$ cat src/lnkst_pkg.sv
// Package for the link status and hold bit block
// Notes on behaviour
// - Four consecutive status words report state of up to 32 link units.
// - Bits 00 to 07 of each word are run flags of units.
// - Bits 08 to 15 of each word are error flags of units.
// - Single level: word 250 units 0-7 down to word 247 units 24-31.
// - Two level: words 250/249 level 0, words 248/247 level 1 units.
// - Program/monitor switch keeps forced bits if force hold bit is on.
// - Force hold works only after the configuration instruction enables it.
// - Force hold bit survives power loss unless an I/O table is registered.
// - Any switch into run returns all forced bits to default; a power restore in the same cycle with step-zero force hold on keeps them.
// - Step-zero configuration keeps force hold over power; forced bits kept if on.
// - Start or stop keeps I/O and link bits if I/O hold is on.
// - On one variant, I/O hold needs the configuration instruction enable.
// - I/O hold bit set by program output or by peripheral device.
// - Step-zero configuration keeps I/O hold over power; bits kept if on.
package lnkst_pkg;
  localparam int NUM_UNITS = 32;
  localparam int UNITS_PER_WORD = 8;
  // Printed word indices; byte address is four times the index
  localparam logic [11:0] IDX_STAT_HI = 12'h0f7;
  localparam logic [11:0] IDX_STAT_UMID = 12'h0f8;
  localparam logic [11:0] IDX_STAT_LMID = 12'h0f9;
  localparam logic [11:0] IDX_STAT_LOW = 12'h0fa;
  localparam logic [11:0] IDX_CTRL = 12'h100;
  localparam logic [11:0] IDX_EVENT = 12'h101;
  localparam logic [11:0] IDX_MASK = 12'h102;
  localparam logic [11:0] IDX_CFG = 12'h103;
  // Control word fields
  localparam int CTRL_FORCE_HOLD = 0;
  localparam int CTRL_IO_HOLD = 1;
  // Event word fields
  localparam int EV_UNIT_ERR = 0;
  localparam int EV_FORCE_CLR = 1;
  localparam int EV_IO_CLR = 2;
  localparam int EV_POWER = 3;
  localparam int EV_W = 4;
  localparam logic [EV_W-1:0] EV_RESET = 4'h0;
  localparam logic [EV_W-1:0] MASK_RESET = 4'h0;
  typedef enum logic [1:0] {
    LNK_PROGRAM = 2'b00,
    LNK_MONITOR = 2'b01,
    LNK_RUN = 2'b11
  } lnkst_mode_t;
  typedef struct packed {
    logic forceEn;
    logic ioEn;
    logic atStep0;
  } lnkst_cfg_t;
  typedef struct packed {
    logic [NUM_UNITS-1:0] run;
    logic [NUM_UNITS-1:0] err;
  } lnkst_report_t;
endpackage

$ cat src/lnkst_regs.sv
// Link status words, hold bits and their APB register file
//
// The APB slave port was decided locally.
`timescale 1ns/100ps
module lnkst_regs import lnkst_pkg::*; #(
  parameter bit IO_HOLD_NEEDS_CFG = 1'b1
) (
  // Clock and reset
  input wire logic core_clk,
  input wire logic resetn,
  // APB slave
  input wire logic psel,
  input wire logic penable,
  input wire logic pwrite,
  input wire logic [13:0] paddr,
  input wire logic [31:0] pwdata,
  output logic [31:0] prdata,
  output logic pready,
  output logic pslverr,
  // Unit reports, index is level*16+unit in a two level network
  input wire lnkst_report_t unitReport,
  input wire logic scanTick,
  // Operating mode and events
  input wire lnkst_mode_t opMode,
  input wire logic powerRestore,
  input wire logic ioTableRegistered,
  input wire logic sysCfgExec,
  input wire lnkst_cfg_t sysCfg,
  input wire logic ioHoldSetProg,
  // Area control
  output logic forceClear,
  output logic ioClear,
  output logic forceHoldOut,
  output logic ioHoldOut,
  output logic irq
);

  logic [15:0] statWord_q [4];
  logic [NUM_UNITS-1:0] errPrev_q;
  logic forceHold_q, ioHold_q;
  logic forceEn_q, ioEn_q, cfgStep0_q;
  lnkst_mode_t mode_q;
  logic [EV_W-1:0] event_q, mask_q;
  logic [31:0] prdata_q;
  logic pready_q, pslverr_q;
  logic forceClear_q, ioClear_q, irq_q;
  logic modeChg, toRun, progMon, startStop;
  logic forceKeep, ioKeep, errRise;
  logic apbWr, apbRd, apbDone;
  logic [11:0] regIdx;
  logic [EV_W-1:0] evSet;

  // Word select for a register index, -1 when not a status word
  function automatic int statSel(input logic [11:0] idx);
    case (idx)
      IDX_STAT_LOW: statSel = 0;
      IDX_STAT_LMID: statSel = 1;
      IDX_STAT_UMID: statSel = 2;
      IDX_STAT_HI: statSel = 3;
      default: statSel = -1;
    endcase
  endfunction

  assign regIdx = paddr[13:2];
  assign apbDone = psel && penable && pready_q;
  assign apbWr = apbDone && pwrite;
  assign apbRd = apbDone && !pwrite;

  // Mode transitions
  assign modeChg = opMode != mode_q;
  assign toRun = modeChg && opMode == LNK_RUN;
  assign progMon = modeChg && opMode != LNK_RUN && mode_q != LNK_RUN;
  assign startStop = modeChg;
  assign forceKeep = forceHold_q && forceEn_q;
  assign ioKeep = ioHold_q && (ioEn_q || !IO_HOLD_NEEDS_CFG);
  assign errRise = |(unitReport.err & ~errPrev_q) && scanTick;

  always_ff @(posedge core_clk) begin
    if (!resetn) begin
      mode_q <= LNK_PROGRAM;
    end else begin
      mode_q <= opMode;
    end
  end

  // Status words: unit n sits at bit n%8 of word n/8; word 0 is the highest index
  always_ff @(posedge core_clk) begin
    if (!resetn) begin
      for (int w = 0; w < 4; w++) begin
        statWord_q[w] <= 16'h0000;
      end
      errPrev_q <= '0;
    end else if (scanTick) begin
      for (int w = 0; w < 4; w++) begin
        statWord_q[w][7:0] <= unitReport.run[w*UNITS_PER_WORD +: UNITS_PER_WORD];
        statWord_q[w][15:8] <= unitReport.err[w*UNITS_PER_WORD +: UNITS_PER_WORD];
      end
      errPrev_q <= unitReport.err;
    end
  end

  // Configuration instruction latches the hold enables
  always_ff @(posedge core_clk) begin
    if (!resetn) begin
      forceEn_q <= 1'b0;
      ioEn_q <= 1'b0;
      cfgStep0_q <= 1'b0;
    end else if (sysCfgExec) begin
      forceEn_q <= sysCfg.forceEn;
      ioEn_q <= sysCfg.ioEn;
      cfgStep0_q <= sysCfg.atStep0;
    end
  end

  // Force hold bit; software write is the peripheral path
  always_ff @(posedge core_clk) begin
    if (!resetn) begin
      forceHold_q <= 1'b0;
    end else if (powerRestore) begin
      // Lost unless configured at step zero or no table is registered
      forceHold_q <= forceHold_q && (cfgStep0_q || !ioTableRegistered);
    end else if (apbWr && regIdx == IDX_CTRL) begin
      forceHold_q <= pwdata[CTRL_FORCE_HOLD];
    end
  end

  // I/O hold bit; the program output instruction can only set it
  always_ff @(posedge core_clk) begin
    if (!resetn) begin
      ioHold_q <= 1'b0;
    end else if (powerRestore) begin
      ioHold_q <= ioHold_q && cfgStep0_q;
    end else if (ioHoldSetProg) begin
      ioHold_q <= 1'b1;
    end else if (apbWr && regIdx == IDX_CTRL) begin
      ioHold_q <= pwdata[CTRL_IO_HOLD];
    end
  end

  // Area clear pulses, one cycle after their cause
  always_ff @(posedge core_clk) begin
    if (!resetn) begin
      forceClear_q <= 1'b0;
      ioClear_q <= 1'b0;
    end else begin
      if (powerRestore) begin
        forceClear_q <= !(forceHold_q && cfgStep0_q);
        ioClear_q <= !(ioHold_q && cfgStep0_q);
      end else begin
        forceClear_q <= toRun || (progMon && !forceKeep);
        ioClear_q <= startStop && !ioKeep;
      end
    end
  end

  // Sticky events; a set in the clearing read cycle wins
  always_comb begin
    evSet = '0;
    evSet[EV_UNIT_ERR] = errRise;
    evSet[EV_FORCE_CLR] = forceClear_q;
    evSet[EV_IO_CLR] = ioClear_q;
    evSet[EV_POWER] = powerRestore;
  end

  always_ff @(posedge core_clk) begin
    if (!resetn) begin
      event_q <= EV_RESET;
    end else if (apbRd && regIdx == IDX_EVENT) begin
      event_q <= evSet;
    end else begin
      event_q <= event_q | evSet;
    end
  end

  always_ff @(posedge core_clk) begin
    if (!resetn) begin
      mask_q <= MASK_RESET;
    end else if (apbWr && regIdx == IDX_MASK) begin
      mask_q <= pwdata[EV_W-1:0];
    end
  end

  always_ff @(posedge core_clk) begin
    if (!resetn) begin
      irq_q <= 1'b0;
    end else begin
      irq_q <= |(event_q & mask_q);
    end
  end

  // APB: one wait-free access cycle; read data settled at setup
  always_ff @(posedge core_clk) begin
    if (!resetn) begin
      pready_q <= 1'b0;
      pslverr_q <= 1'b0;
      prdata_q <= 32'h0000_0000;
    end else if (psel && !penable) begin
      pready_q <= 1'b1;
      pslverr_q <= 1'b0;
      prdata_q <= 32'h0000_0000;
      if (statSel(regIdx) >= 0) begin
        prdata_q <= {16'h0000, statWord_q[statSel(regIdx)]};
        pslverr_q <= pwrite;
      end else begin
        case (regIdx)
          IDX_CTRL: prdata_q <= {30'h0, ioHold_q, forceHold_q};
          IDX_EVENT: begin
            prdata_q <= {28'h0, event_q};
            pslverr_q <= pwrite;
          end
          IDX_MASK: prdata_q <= {28'h0, mask_q};
          IDX_CFG: begin
            prdata_q <= {29'h0, cfgStep0_q, ioEn_q, forceEn_q};
            pslverr_q <= pwrite;
          end
          default: pslverr_q <= 1'b1;
        endcase
      end
    end else begin
      pready_q <= 1'b0;
      pslverr_q <= 1'b0;
    end
  end

  // Event bits can move between setup and access; return the live view
  assign prdata = (regIdx == IDX_EVENT) ? {28'h0, event_q} : prdata_q;
  assign pready = pready_q;
  assign pslverr = pslverr_q;
  assign forceClear = forceClear_q;
  assign ioClear = ioClear_q;
  assign forceHoldOut = forceHold_q;
  assign ioHoldOut = ioHold_q;
  assign irq = irq_q;
endmodule // lnkst_regs

$ cat config.mk
export PLATFORM = sky130hd
export DESIGN_NAME = lnkst_regs
export DESIGN_NICKNAME = d
export VERILOG_FILES = /design/src/lnkst_pkg.sv /design/src/lnkst_regs.sv
export SDC_FILE = /design/constraint.sdc
export NUM_CORES = 1
export LEC_CHECK = 0
export ABC_AREA = 1
export BUFFER_PORTS_ARGS = -buffer_cell sky130_fd_sc_hd__buf_2
export CORE_MARGIN = 2
export CORE_UTILIZATION = 44
export CTS_CLUSTER_SIZE = 12
export DETAILED_ROUTE_END_ITERATION = 6
export PLACE_DENSITY = 0.67
export SYNTH_ARGS = -nofsm -noshare
export SYNTH_HDL_FRONTEND = slang
export SYNTH_SLANG_ARGS = --single-unit
$ cat constraint.sdc
create_clock -name core_clk -period 3.8 [get_ports core_clk]
set_clock_uncertainty 0.1 [all_clocks]
set_input_delay 0.38 -clock core_clk [delete_from_list [all_inputs] [get_ports core_clk]]
set_output_delay 0.38 -clock core_clk [all_outputs]
set_load 0.01 [all_outputs]
**After elaboration in Yosys (flattened, before gate mapping)**

Memory sizes are Yosys's and may differ from the RTL's.
Cells that the tools add are included.

- Flip-flop bits (word level): 84
- Bits in latches: 0
- Memory bits (writable): 64
- ROM bits: 0
- Memories: 1

- $add $sub $neg: 0
- Multiply operators: 0
- Div/mod/pow operators: 0
- $lt $le $gt $ge: 1
- Eq/ne operators: 12
- Shifts and indexed selects: 0
- Muxes and demuxes: 32
- Bitwise logic cells: 12
- Reduce and logical (&&, ||, !) cells: 35

Memories:

| memory | words | bits a word | read ports | clocked after Yosys merged registers in | wr ports | line | text |
|---|---|---|---|---|---|---|---|
| statWord_q | 4 | 16 | 1 | 0 | 4 | lnkst_regs.sv:38 | `logic [15:0] statWord_q [4];` |

Operators by type and width:

| kind | count |
|---|---|
| 32-bit case mux with 4 select lines | 1 |
| 32-bit two-way mux | 3 |
| 8-bit two-way mux | 8 |
| 12-bit by 8-bit == test with 1-bit output, second input constant | 4 |
| 12-bit by 9-bit == test with 1-bit output, second input constant | 4 |
| 32-bit AND | 1 |
| 32-bit by 1-bit greater-or-equal comparator with 1-bit output, second input constant | 1 |
| 32-bit inverter | 1 |
| 32-bit OR reduction | 1 |
| 1-bit logical AND | 19 |
| 16-bit two-way mux | 1 |
| 4-bit case mux with 4 select lines | 1 |
| 1-bit two-way mux | 13 |
| 1-bit bitwise OR | 8 |
| 1-bit logical NOT | 7 |
| 2-bit two-way mux | 3 |
| 4-bit AND | 1 |
| 4-bit two-way mux | 1 |
| 2-bit != test, second input constant | 2 |
| 4-bit bitwise OR | 1 |
| 2-bit OR reduction | 2 |
| 4-bit OR reduction | 1 |
| 3-bit nonzero test | 1 |
| 2-bit == test, second input constant | 1 |
| other kinds (5) | 6 |

**Longest topological paths before layout**

Gate-level depths: netlist of run 1.
An unclocked memory read counts as a cell.

- Word-level depth: 10
- Depth in mapped cells: 13

**Worst setup path after synthesis of run 1**

OpenSTA, ideal clock, no wires.

- Kind: input-to-reg
- Start point: input port resetn
- End point: memory statWord_q[0][0] (enable)
- Setup time: 0.453 ns
- Arrival: 2.720 ns
- Path slack: 0.526 ns
- Stages on the path: 4
- Path buffers: 2
- Path through: clkinv_1 or2_2 clkbuf_1 clkbuf_1

RTL lines:

| item | line | text |
|---|---|---|
| start, declared | lnkst_regs.sv:10 | `input wire logic resetn,` |
| end, declared | lnkst_regs.sv:38 |  |

**Worst setup path in the final report of run 1**

- Start point: input port paddr[4]
- End point: output port prdata[0]

- Cells in the longest elaborated chain, start to end: 2

RTL lines:

| item | line | text |
|---|---|---|
| start, declared | lnkst_regs.sv:15 | `input wire logic [13:0] paddr,` |
| 12-bit by 9-bit == test with 1-bit output | lnkst_regs.sv:226 | `assign prdata = (regIdx == IDX_EVENT) ? {28'h0, event_q} : prdata_q;` |
| 32-bit two-way mux | lnkst_regs.sv:226 |  |
| end, declared | lnkst_regs.sv:17 | `output logic [31:0] prdata,` |

Every way passes these cells.

==> qor.txt, run 1 <==
Status: finished clean
Share of the synthesized area in the top cell type: 30.5%
Sequential area share after synthesis: 52.1%
Clk buf depth: 2
Die Span Y: 124 um
RR Endpoint: mask_q[2]
Hold Vio Cnt, Final: 0
Area of the core: 0.0139 mm^2
Vias/cell: 4.77
Ys flop type: dfxtp_1
CTS clk-pin slew, worst paths: 0.05 ns
ANT cells: 0
Area post-placement: 0.00697 mm^2
First DRT Iteration DRCs: 358
Pin count of the biggest net entering global routing: 97
Chip width: 124 um
Mapped cell area: 0.00630 mm^2
Synth warn: 0
Critical path class: in2out
CP Launch Point: paddr[4]
Post-DRT Antenna Nets: 0
Crit-path max FO: 19
Final wirelength: 14.2 mm
Relative slew margins: 39.9%
I/O pin count: 164
First-pass GRT wire length: 22.9 mm
# hold bufs at CTS: 0
Max cap viols: 0
H-tree depth: 4
Hpwl dp: 9.74 mm
Layout area overhead: 19.2%
Slew Limit Fails: 0
Antenna violations before repair: 0
Max VDD drop: 286 uV
Detailed Routing Iterations Pass 1: 4
Arrival @ worst endpoint: 2.10 ns
Setup repair bufs after CTS: 0
Hold WC Path Type: in2reg
Crit path to: prdata[0]
Most common cell after layout, fill and taps aside: inv_1
TritonCTS Buffers: 17
Leading cell types in the layout, fill and taps excluded: inv_1 (181), nor2_1 (118), buf_2 (117), nand2_1 (104), dfxtp_1 (68)
Leading area contributor after synthesis: edfxtp_1
Sink Count: 132
Syn Area/Cell: 7.90 um^2
Reg2Reg Setup Slack: 2.38 ns
CP Data Required Time: 3.32 ns
Final Setup Violations: 0
Cell variety after synth: 37
GRT Total Usage: 19.5%
Final Cell Area: 0.00751 mm^2
Root buf cell: clkbuf_16
Nets: 1032
Critical Path End Type: output port
I/O Buffers: 117
PwrDens: 450 mW/mm^2
DRC viols: 0
Avg WL per Cell: 12.9 um
Placed insts: 1068
Vias in the first global route: 4901
Top cells by area, synth: edfxtp_1 (31%), dfxtp_1 (22%), inv_1 (11%)
Final WS setup: 1.22 ns
Layout cells sized above 1: 18.3%
Min Tclk post-route: 2.58 ns
R2R Path Start: pready
PostCTS Resize Cnt: 0
R2R depth: 5
Leakage power: 3.59 nW
Worst-Skew Late Latency: 0.41 ns
CTS tree: yes
Startpoint types: primary input
Total negative setup slack: 0 ns
Vias: 5252
Post-synth ARST share: 0%
Std cell rows: 43
Synth Instances: 797
Non-Filler Instances: 1100
Total grt overflow: 0
Worst Max-Slew Pin Slew: 0.898 ns
Yosys reg bits: 132
Global placer's final weighted congestion: 0.871
Die area: 0.0153 mm^2
Initial cell density of the core: 45.2%
Peak Freq: 387 MHz
Pre-CTS setup slack: 1.23 ns
Number of synthesized flops with an enable pin: 64
RSZ-0062 raised after global routing: false
Final period utilization: 68.0%
cell families (layout without fill, tap and decap cells):
group                     count (synthesis)  in the layout  synth area share, %
AOI/OAI and AO/OA                       138            138                 12.7
and+or+nand+nor                         295            295                 19.9
buffers and inverters                   229            337                 14.9
other                                     1             16               0.0595
DFF                                     132            132                 52.1
xor gates and xnor gates                  2              2                0.278
layout make-up:
class	count	area, um^2
Multi-Input combinational cell	451	2140
Clock buffer	23	458
Timing Repair Buffer	120	633
Inverter	185	694
Sequential cell	132	3280
Fill cell	1322	6420
Tap cell	180	225
Clock inverter	9	81.3
worst max-delay path: stages:
cell,delay [ns]
buf_2,0.12
nor2_1,0.28
nand3_1,0.23
nor2_2,0.66
o21ai_0,0.24
buf_2,0.19
worst min-delay path by stage:
stage / cells past startpoint / slack, ns / from / endpoint
after global placement: 2 / 0.35 / errPrev_q[8] / errPrev_q[8]
after global routing: 3 / 0.10 / opMode[1] / mode_q[1]
after detailed placement: 2 / 0.35 / errPrev_q[8] / errPrev_q[8]
final: 3 / 0.1 / sysCfg[1] / ioEn_q
after CTS: 3 / 0.08 / sysCfg[1] / ioEn_q
after floorplan: 2 / 0.34 / mask_q[0] / mask_q[0]
layer usage:
metal | routed length, um | global-route usage [%] | share of wire, %
met5 | 0 | 0 | 0
met3 | 804 | 4.95 | 5.6
met2 | 6860 | 32.6 | 48
met1 | 6340 | 24.3 | 45
met4 | 231 | 7.10 | 1.6
power by group:
| part | internal [mW] | switching (mW) |
|---|---|---|
| logic | 0.102 | 0.170 |
| registers | 1.58 | 0.0321 |
| clock network | 0.913 | 0.578 |
| total | 2.60 | 0.780 |
registers in the layout, indices dropped and copies added, names as in the netlist:
name	flops
cfgStep0_q	1
errPrev_q	32
event_q	4
forceClear	1
forceEn_q	1
forceHoldOut	1
ioClear	1
ioEn_q	1
ioHoldOut	1
irq	1
mask_q	4
mode_q	2
prdata_q	16
pready	1
pslverr	1
statWord_q	64
synthesized netlist by cell type (4+ instances only):
cell	count
dfxtp_1	68
inv_1	181
o21ai_1	10
nand3_1	55
o22ai_1	44
nand2_1	105
nor2_1	118
buf_2	4
edfxtp_1	64
a21oi_2	5
buf_4	18
clkbuf_1	17
nand2_4	4
o21ai_0	19
a21oi_1	50
per-stage QoR:
step	power (mW)	util (%)	hold WS [ns]
after floorplan	1.82	-	0.337
after global placement	1.91	50.0	0.351
after detailed placement	1.92	50.0	0.352
after CTS	3.41	53.9	0.0810
after global routing	3.52	53.9	0.105
final	3.38	53.9	0.0983
Power figures use the tool's default switching activity.
==> run 2, diff against run 1 <==
- clock period: 3.8 -> 2.45 ns (I/O delays scaled with it)
==> run 2 against run 1 <==
- combinational power grew 58%
- final area up 1.4%
- sequential power increased by 54%
- power up 57%
- routed wire length decreased by 1.0%
- worst hold slack worse by 0.082 ns
- first-iteration DRC count grew 7.5%
- flip-flop and latch count unchanged
- critical path type unchanged
- largest power group unchanged
- highest routed layer unchanged
==> qor.txt, run 2 (synthesis results as in run 1) <==
Status: finished clean
DRC viols: 0
Pin count of the biggest net entering global routing: 98
Final Setup Violations: 0
Part of the power in registers: 47.1%
I/O Buffers: 117
CP Data Required Time: 2.11 ns
CP Launch Point: paddr[4]
I/O pin count: 164
Detailed Routing Iterations Pass 1: 5
Antenna violations before repair: 0
PostCTS Resize Cnt: 0
GRT Total Usage: 19.7%
Area of the core: 0.0139 mm^2
Share of power burned in combinational logic: 8.1%
CTS clk-pin slew, worst paths: 0.06 ns
TritonCTS Buffers: 17
CTS tree: yes
Most used cell, CP: buf_2
Peak Freq: 500 MHz
Slowest stage cell, crit path: nor2_1
Int Power: 4.02 mW
First DRT Iteration DRCs: 385
Switching share of power: 24.3%
Largest Register: statWord_q
Max cap viols: 0
Vias in the first global route: 4863
Pre-CTS setup slack: 0.370 ns
Clock share of power: 44.8%
Hpwl dp: 9.81 mm
Std cell rows: 43
Initial cell density of the core: 45.2%
Leading cell types in the layout, fill and taps excluded: inv_1 (181), nor2_1 (118), buf_2 (117), nand2_1 (104), dfxtp_1 (68)
Min Tclk post-route: 2.00 ns
Startpoint types: primary input
Critical path class: in2out
RSZ-0062 raised after global routing: false
Leakage power: 3.64 nW
Sink Count: 132
First-pass GRT wire length: 23.0 mm
Final period utilization: 81.6%
Layout area overhead: 21.0%
Vias: 5246
Worst-Skew Late Latency: 0.42 ns
Hold WC Path Type: in2reg
Final Cell Area: 0.00762 mm^2
Slew Limit Fails: 0
Critical Path End Type: output port
Vias/cell: 4.72
Hold Startpoint: sysCfgExec
H-tree depth: 4
Arrival @ worst endpoint: 1.65 ns
Total negative setup slack: 0 ns
Max FFs per register: 64
Root buf cell: clkbuf_16
Post-DRT Antenna Nets: 0
ANT cells: 0
Largest registers: statWord_q x64, errPrev_q x32, prdata_q x16
Global placer's final weighted congestion: 0.864
Worst Max-Slew Pin Slew: 1.16 ns
Max VDD drop: 709 uV
Clk buf depth: 2
Avg WL per Cell: 12.7 um
CP Cell Sequence: buf_2, nor2_1, nand3_1, nor2_2, buf_4, nand2_1, o21ai_0, buf_2
Hold Vio Cnt, Final: 0
Chip width: 124 um
Most common cell after layout, fill and taps aside: inv_1
Final wirelength: 14.1 mm
Relative slew margins: 22.6%
NetSw: 1.29 mW
Area post-placement: 0.00701 mm^2
Final WS setup: 0.451 ns
PwrDens: 698 mW/mm^2
Nets: 1044
Layout cells sized above 1: 19.4%
Die area: 0.0153 mm^2
Total grt overflow: 0
Die Span Y: 124 um
R2R Path Start: pready
Crit-path max FO: 19
Max stage delay on crit path: 0.28 ns
==> run 2: cell types whose count changed in the layout (fill, tap and decap cells not counted) <==
cell	delta
buf_12	-1
buf_4	+8
clkbuf_1	-4
clkbuf_8	-1
clkinv_1	-2
clkinv_2	+1
clkinvlp_4	+3
dlygate4sd3_1	+5
inv_6	+3
==> run 2: critical path, delay by kind of cell <==
family,cells,cell delay [ns]
AND/OR/NAND/NOR,4,0.75
buffers and inverters,3,0.55
AO/OA/AOI/OAI,1,0.12
==> run 2: final cells by class <==
cell class	instances	area (um^2)
Multi-Input combinational cell	451	2140
Tap cell	180	225
Fill cell	1367	6310
Clock buffer	18	429
Inverter	185	694
Timing Repair Buffer	132	723
Clock inverter	14	128
Sequential cell	132	3280
==> run 2: routing by layer <==
| metal | vias to the layer above | part of all wire (%) | wire, um | track usage, % |
|---|---|---|---|---|
| met5 | - | 0 | 0 | 0 |
| met4 | 0 | 2.1 | 291 | 6.96 |
| met3 | 21 | 4.9 | 695 | 4.76 |
| met2 | 124 | 48 | 6770 | 32.3 |
| met1 | 2362 | 45 | 6330 | 25.4 |
| li1 | 2739 | - | - | - |
==> run 2: final timing paths <==
kind                                     end  slack [ns]  cells past startpoint
worst max-delay path               prdata[1]        0.45                      8
worst min-delay path               forceEn_q        0.02                      3
worst max register to register     mask_q[2]        1.01                      5
worst min register to register  errPrev_q[8]        0.36                      2
==> run 2: metrics by stage <==
stage / cells / hold WS [ns] / util [%] / total power, mW
finish: 1112 / 0.0160 / 54.7 / 5.32
global route: 1112 / 0.0108 / 54.7 / 5.54
CTS: 1112 / 0.000204 / 54.7 / 5.37
detailed placement: 1075 / 0.354 / 50.3 / 2.98
global placement: 1075 / 0.350 / 50.3 / 2.97
floorplan: 812 / 0.243 / - / 2.82
==> run 2: repair_timing <==
action / CTS / global route
setup buffers: 0 / 0
endpoints found under the hold margin: 4 / 0
hold buffers: 5 / 0
==> run 2: power groups by stage <==
stage | logic [mW] | clock network [mW] | registers, mW
2_1_floorplan | 0.279 | 0 | 2.54
3_3_place_gp | 0.422 | 0 | 2.55
3_5_place_dp | 0.426 | 0 | 2.55
4_1_cts | 0.434 | 2.43 | 2.51
5_1_grt | 0.496 | 2.53 | 2.52
6_report | 0.429 | 2.38 | 2.50
==> run 3, diff against run 2 <==
- PLACE_DENSITY: 0.67 -> 0.7
- clock period: 2.45 -> 1.7 ns (I/O delays scaled with it)
==> run 3 against run 2 <==
- final area is 13% higher
- die area stayed put
- core utilization grew 7.1 points
- combinational power increased by 83%
- sequential power is 44% higher
- critical endpoint is now prdata[5]
- largest power group is now clock
==> qor.txt, run 3 (synthesis results as in run 1) <==
Worst hold slack: 0.00698 ns
Switching share of power: 23.2%
Final period utilization: 93.6%
Antenna violations before repair: 0
Critical path class: in2out
Layout cells sized above 1: 20.5%
H-tree depth: 4
Vias: 5687
Family with the most delay on the worst path: simple AND/OR/NAND/NOR gates
Part of the power in registers: 44.9%
PwrDens: 934 mW/mm^2
CP Launch Point: paddr[4]
Global placer's final weighted congestion: 0.860
GRT Total Usage: 21.5%
Vias in the first global route: 5508
Area of the core: 0.0139 mm^2
Final Cell Area: 0.00861 mm^2
Hold WC Path Type: in2reg
Pre-CTS setup slack: -0.0602 ns
Total negative setup slack: 0 ns
Area post-placement: 0.00728 mm^2
Worst-Skew Late Latency: 0.41 ns
Max stage delay on crit path: 0.21 ns
Pin count of the biggest net entering global routing: 86
Tot Pwr: 8.04 mW
Detailed Routing Iterations Pass 1: 5
Nets: 1136
RSZ-0062 raised after global routing: false
Hpwl dp: 10.2 mm
Int Power: 6.18 mW
Most common cell after layout, fill and taps aside: inv_1
Peak Freq: 628 MHz
Hold Vio Cnt, Final: 0
Arrival @ worst endpoint: 1.32 ns
CTS clk-pin slew, worst paths: 0.06 ns
Min Tclk post-route: 1.59 ns
Total grt overflow: 0
CP Data Required Time: 1.43 ns
I/O Buffers: 117
Final WS setup: 0.108 ns
TritonCTS Buffers: 17
Post-DRT Antenna Nets: 0
CP Cell Sequence: buf_2, nor2_2, nand3_1, nor2_2, buf_4, nor2_1, buf_2
Status: finished clean
Avg WL per Cell: 13.1 um
Hold Startpoint: unitReport[46]
Largest Register: statWord_q
Clk buf depth: 2
R2R Path Start: pready
Slowest stage cell, crit path: nor2_2
Critical Path End Type: output port
Bufs and invs on worst path: 3
Layout area overhead: 36.7%
DRC viols: 0
I/O pin count: 164
Largest registers: statWord_q x64, errPrev_q x32, prdata_q x16
Sink Count: 132
NetSw: 1.86 mW
Max FFs per register: 64
Initial cell density of the core: 45.2%
First DRT Iteration DRCs: 445
Crit-path max FO: 12
Root buf cell: clkbuf_16
CTS tree: yes
Final Setup Violations: 0
Std cell rows: 43
Vias/cell: 4.72
Leakage power: 4.10 nW
Leading cell types in the layout, fill and taps excluded: inv_1 (180), buf_2 (117), nor2_1 (115), nand2_1 (103), dlygate4sd3_1 (71)
Final wirelength: 15.7 mm
Max cap viols: 0
First-pass GRT wire length: 25.3 mm
Die area: 0.0153 mm^2
Startpoint types: primary input
ANT cells: 0
Chip width: 124 um
Max VDD drop: 701 uV
Die Span Y: 124 um
Slew Limit Fails: 0
Clock share of power: 45.4%
Share of power burned in combinational logic: 9.7%
-- run 3: routing by layer --
| metal | global-route usage [%] | part of all wire [%] | vias to the layer above |
|---|---|---|---|
| met5 | 0 | 0 | - |
| met4 | 6.68 | 1.1 | 0 |
| met3 | 4.30 | 4.1 | 12 |
| met2 | 38.3 | 51 | 132 |
| met1 | 26.1 | 43 | 2627 |
| li1 | - | - | 2916 |
-- run 3: final timing paths --
check	slack, ns	cells after the start	end
max	0.11	7	prdata[5]
min	0.007	3	statWord_q[1][6]
max reg2reg	0.30	6	mask_q[2]
min reg2reg	0.36	2	prdata_q[5]
-- run 3: cell type report --
cell class              instances  area (um^2)
clock buffers                  20          468
clock inverters                12          128
fillers                      1227         5320
inverters                     185          694
multi-input cells             451         2160
flip-flops and latches        132         3280
well taps                     180          225
repair buffers                224         1660
-- run 3: power groups by stage --
stage | Sequential [mW] | Combinational [mW] | Clock, mW
global route | 3.63 | 0.882 | 3.83
floorplan | 3.66 | 0.402 | 0
detailed placement | 3.68 | 0.640 | 0
CTS | 3.61 | 0.771 | 3.67
finish | 3.61 | 0.784 | 3.65
global placement | 3.67 | 0.634 | 0
-- run 3: tightest hold or removal path: stages --
cell and delay [ns]:
buf_2 0.09, inv_1 0.04, nor2_1 0.05
-- run 3: through the flow --
| step | std cells | util [%] |
|---|---|---|
| detailed placement | 1100 | 52.2 |
| CTS | 1202 | 61.5 |
| floorplan | 812 | - |
| global route | 1204 | 61.8 |
| global placement | 1100 | 52.2 |
| finish | 1204 | 61.8 |
-- run 3: repair_timing --
action / CTS / global route
gates resized for setup: 1 / 8
pin swaps: 0 / 1
hold buffers: 70 / 1
buffers inserted: 0 / 1
endpoints found under the setup margin: 1 / 9
endpoints found under the hold margin: 84 / 1
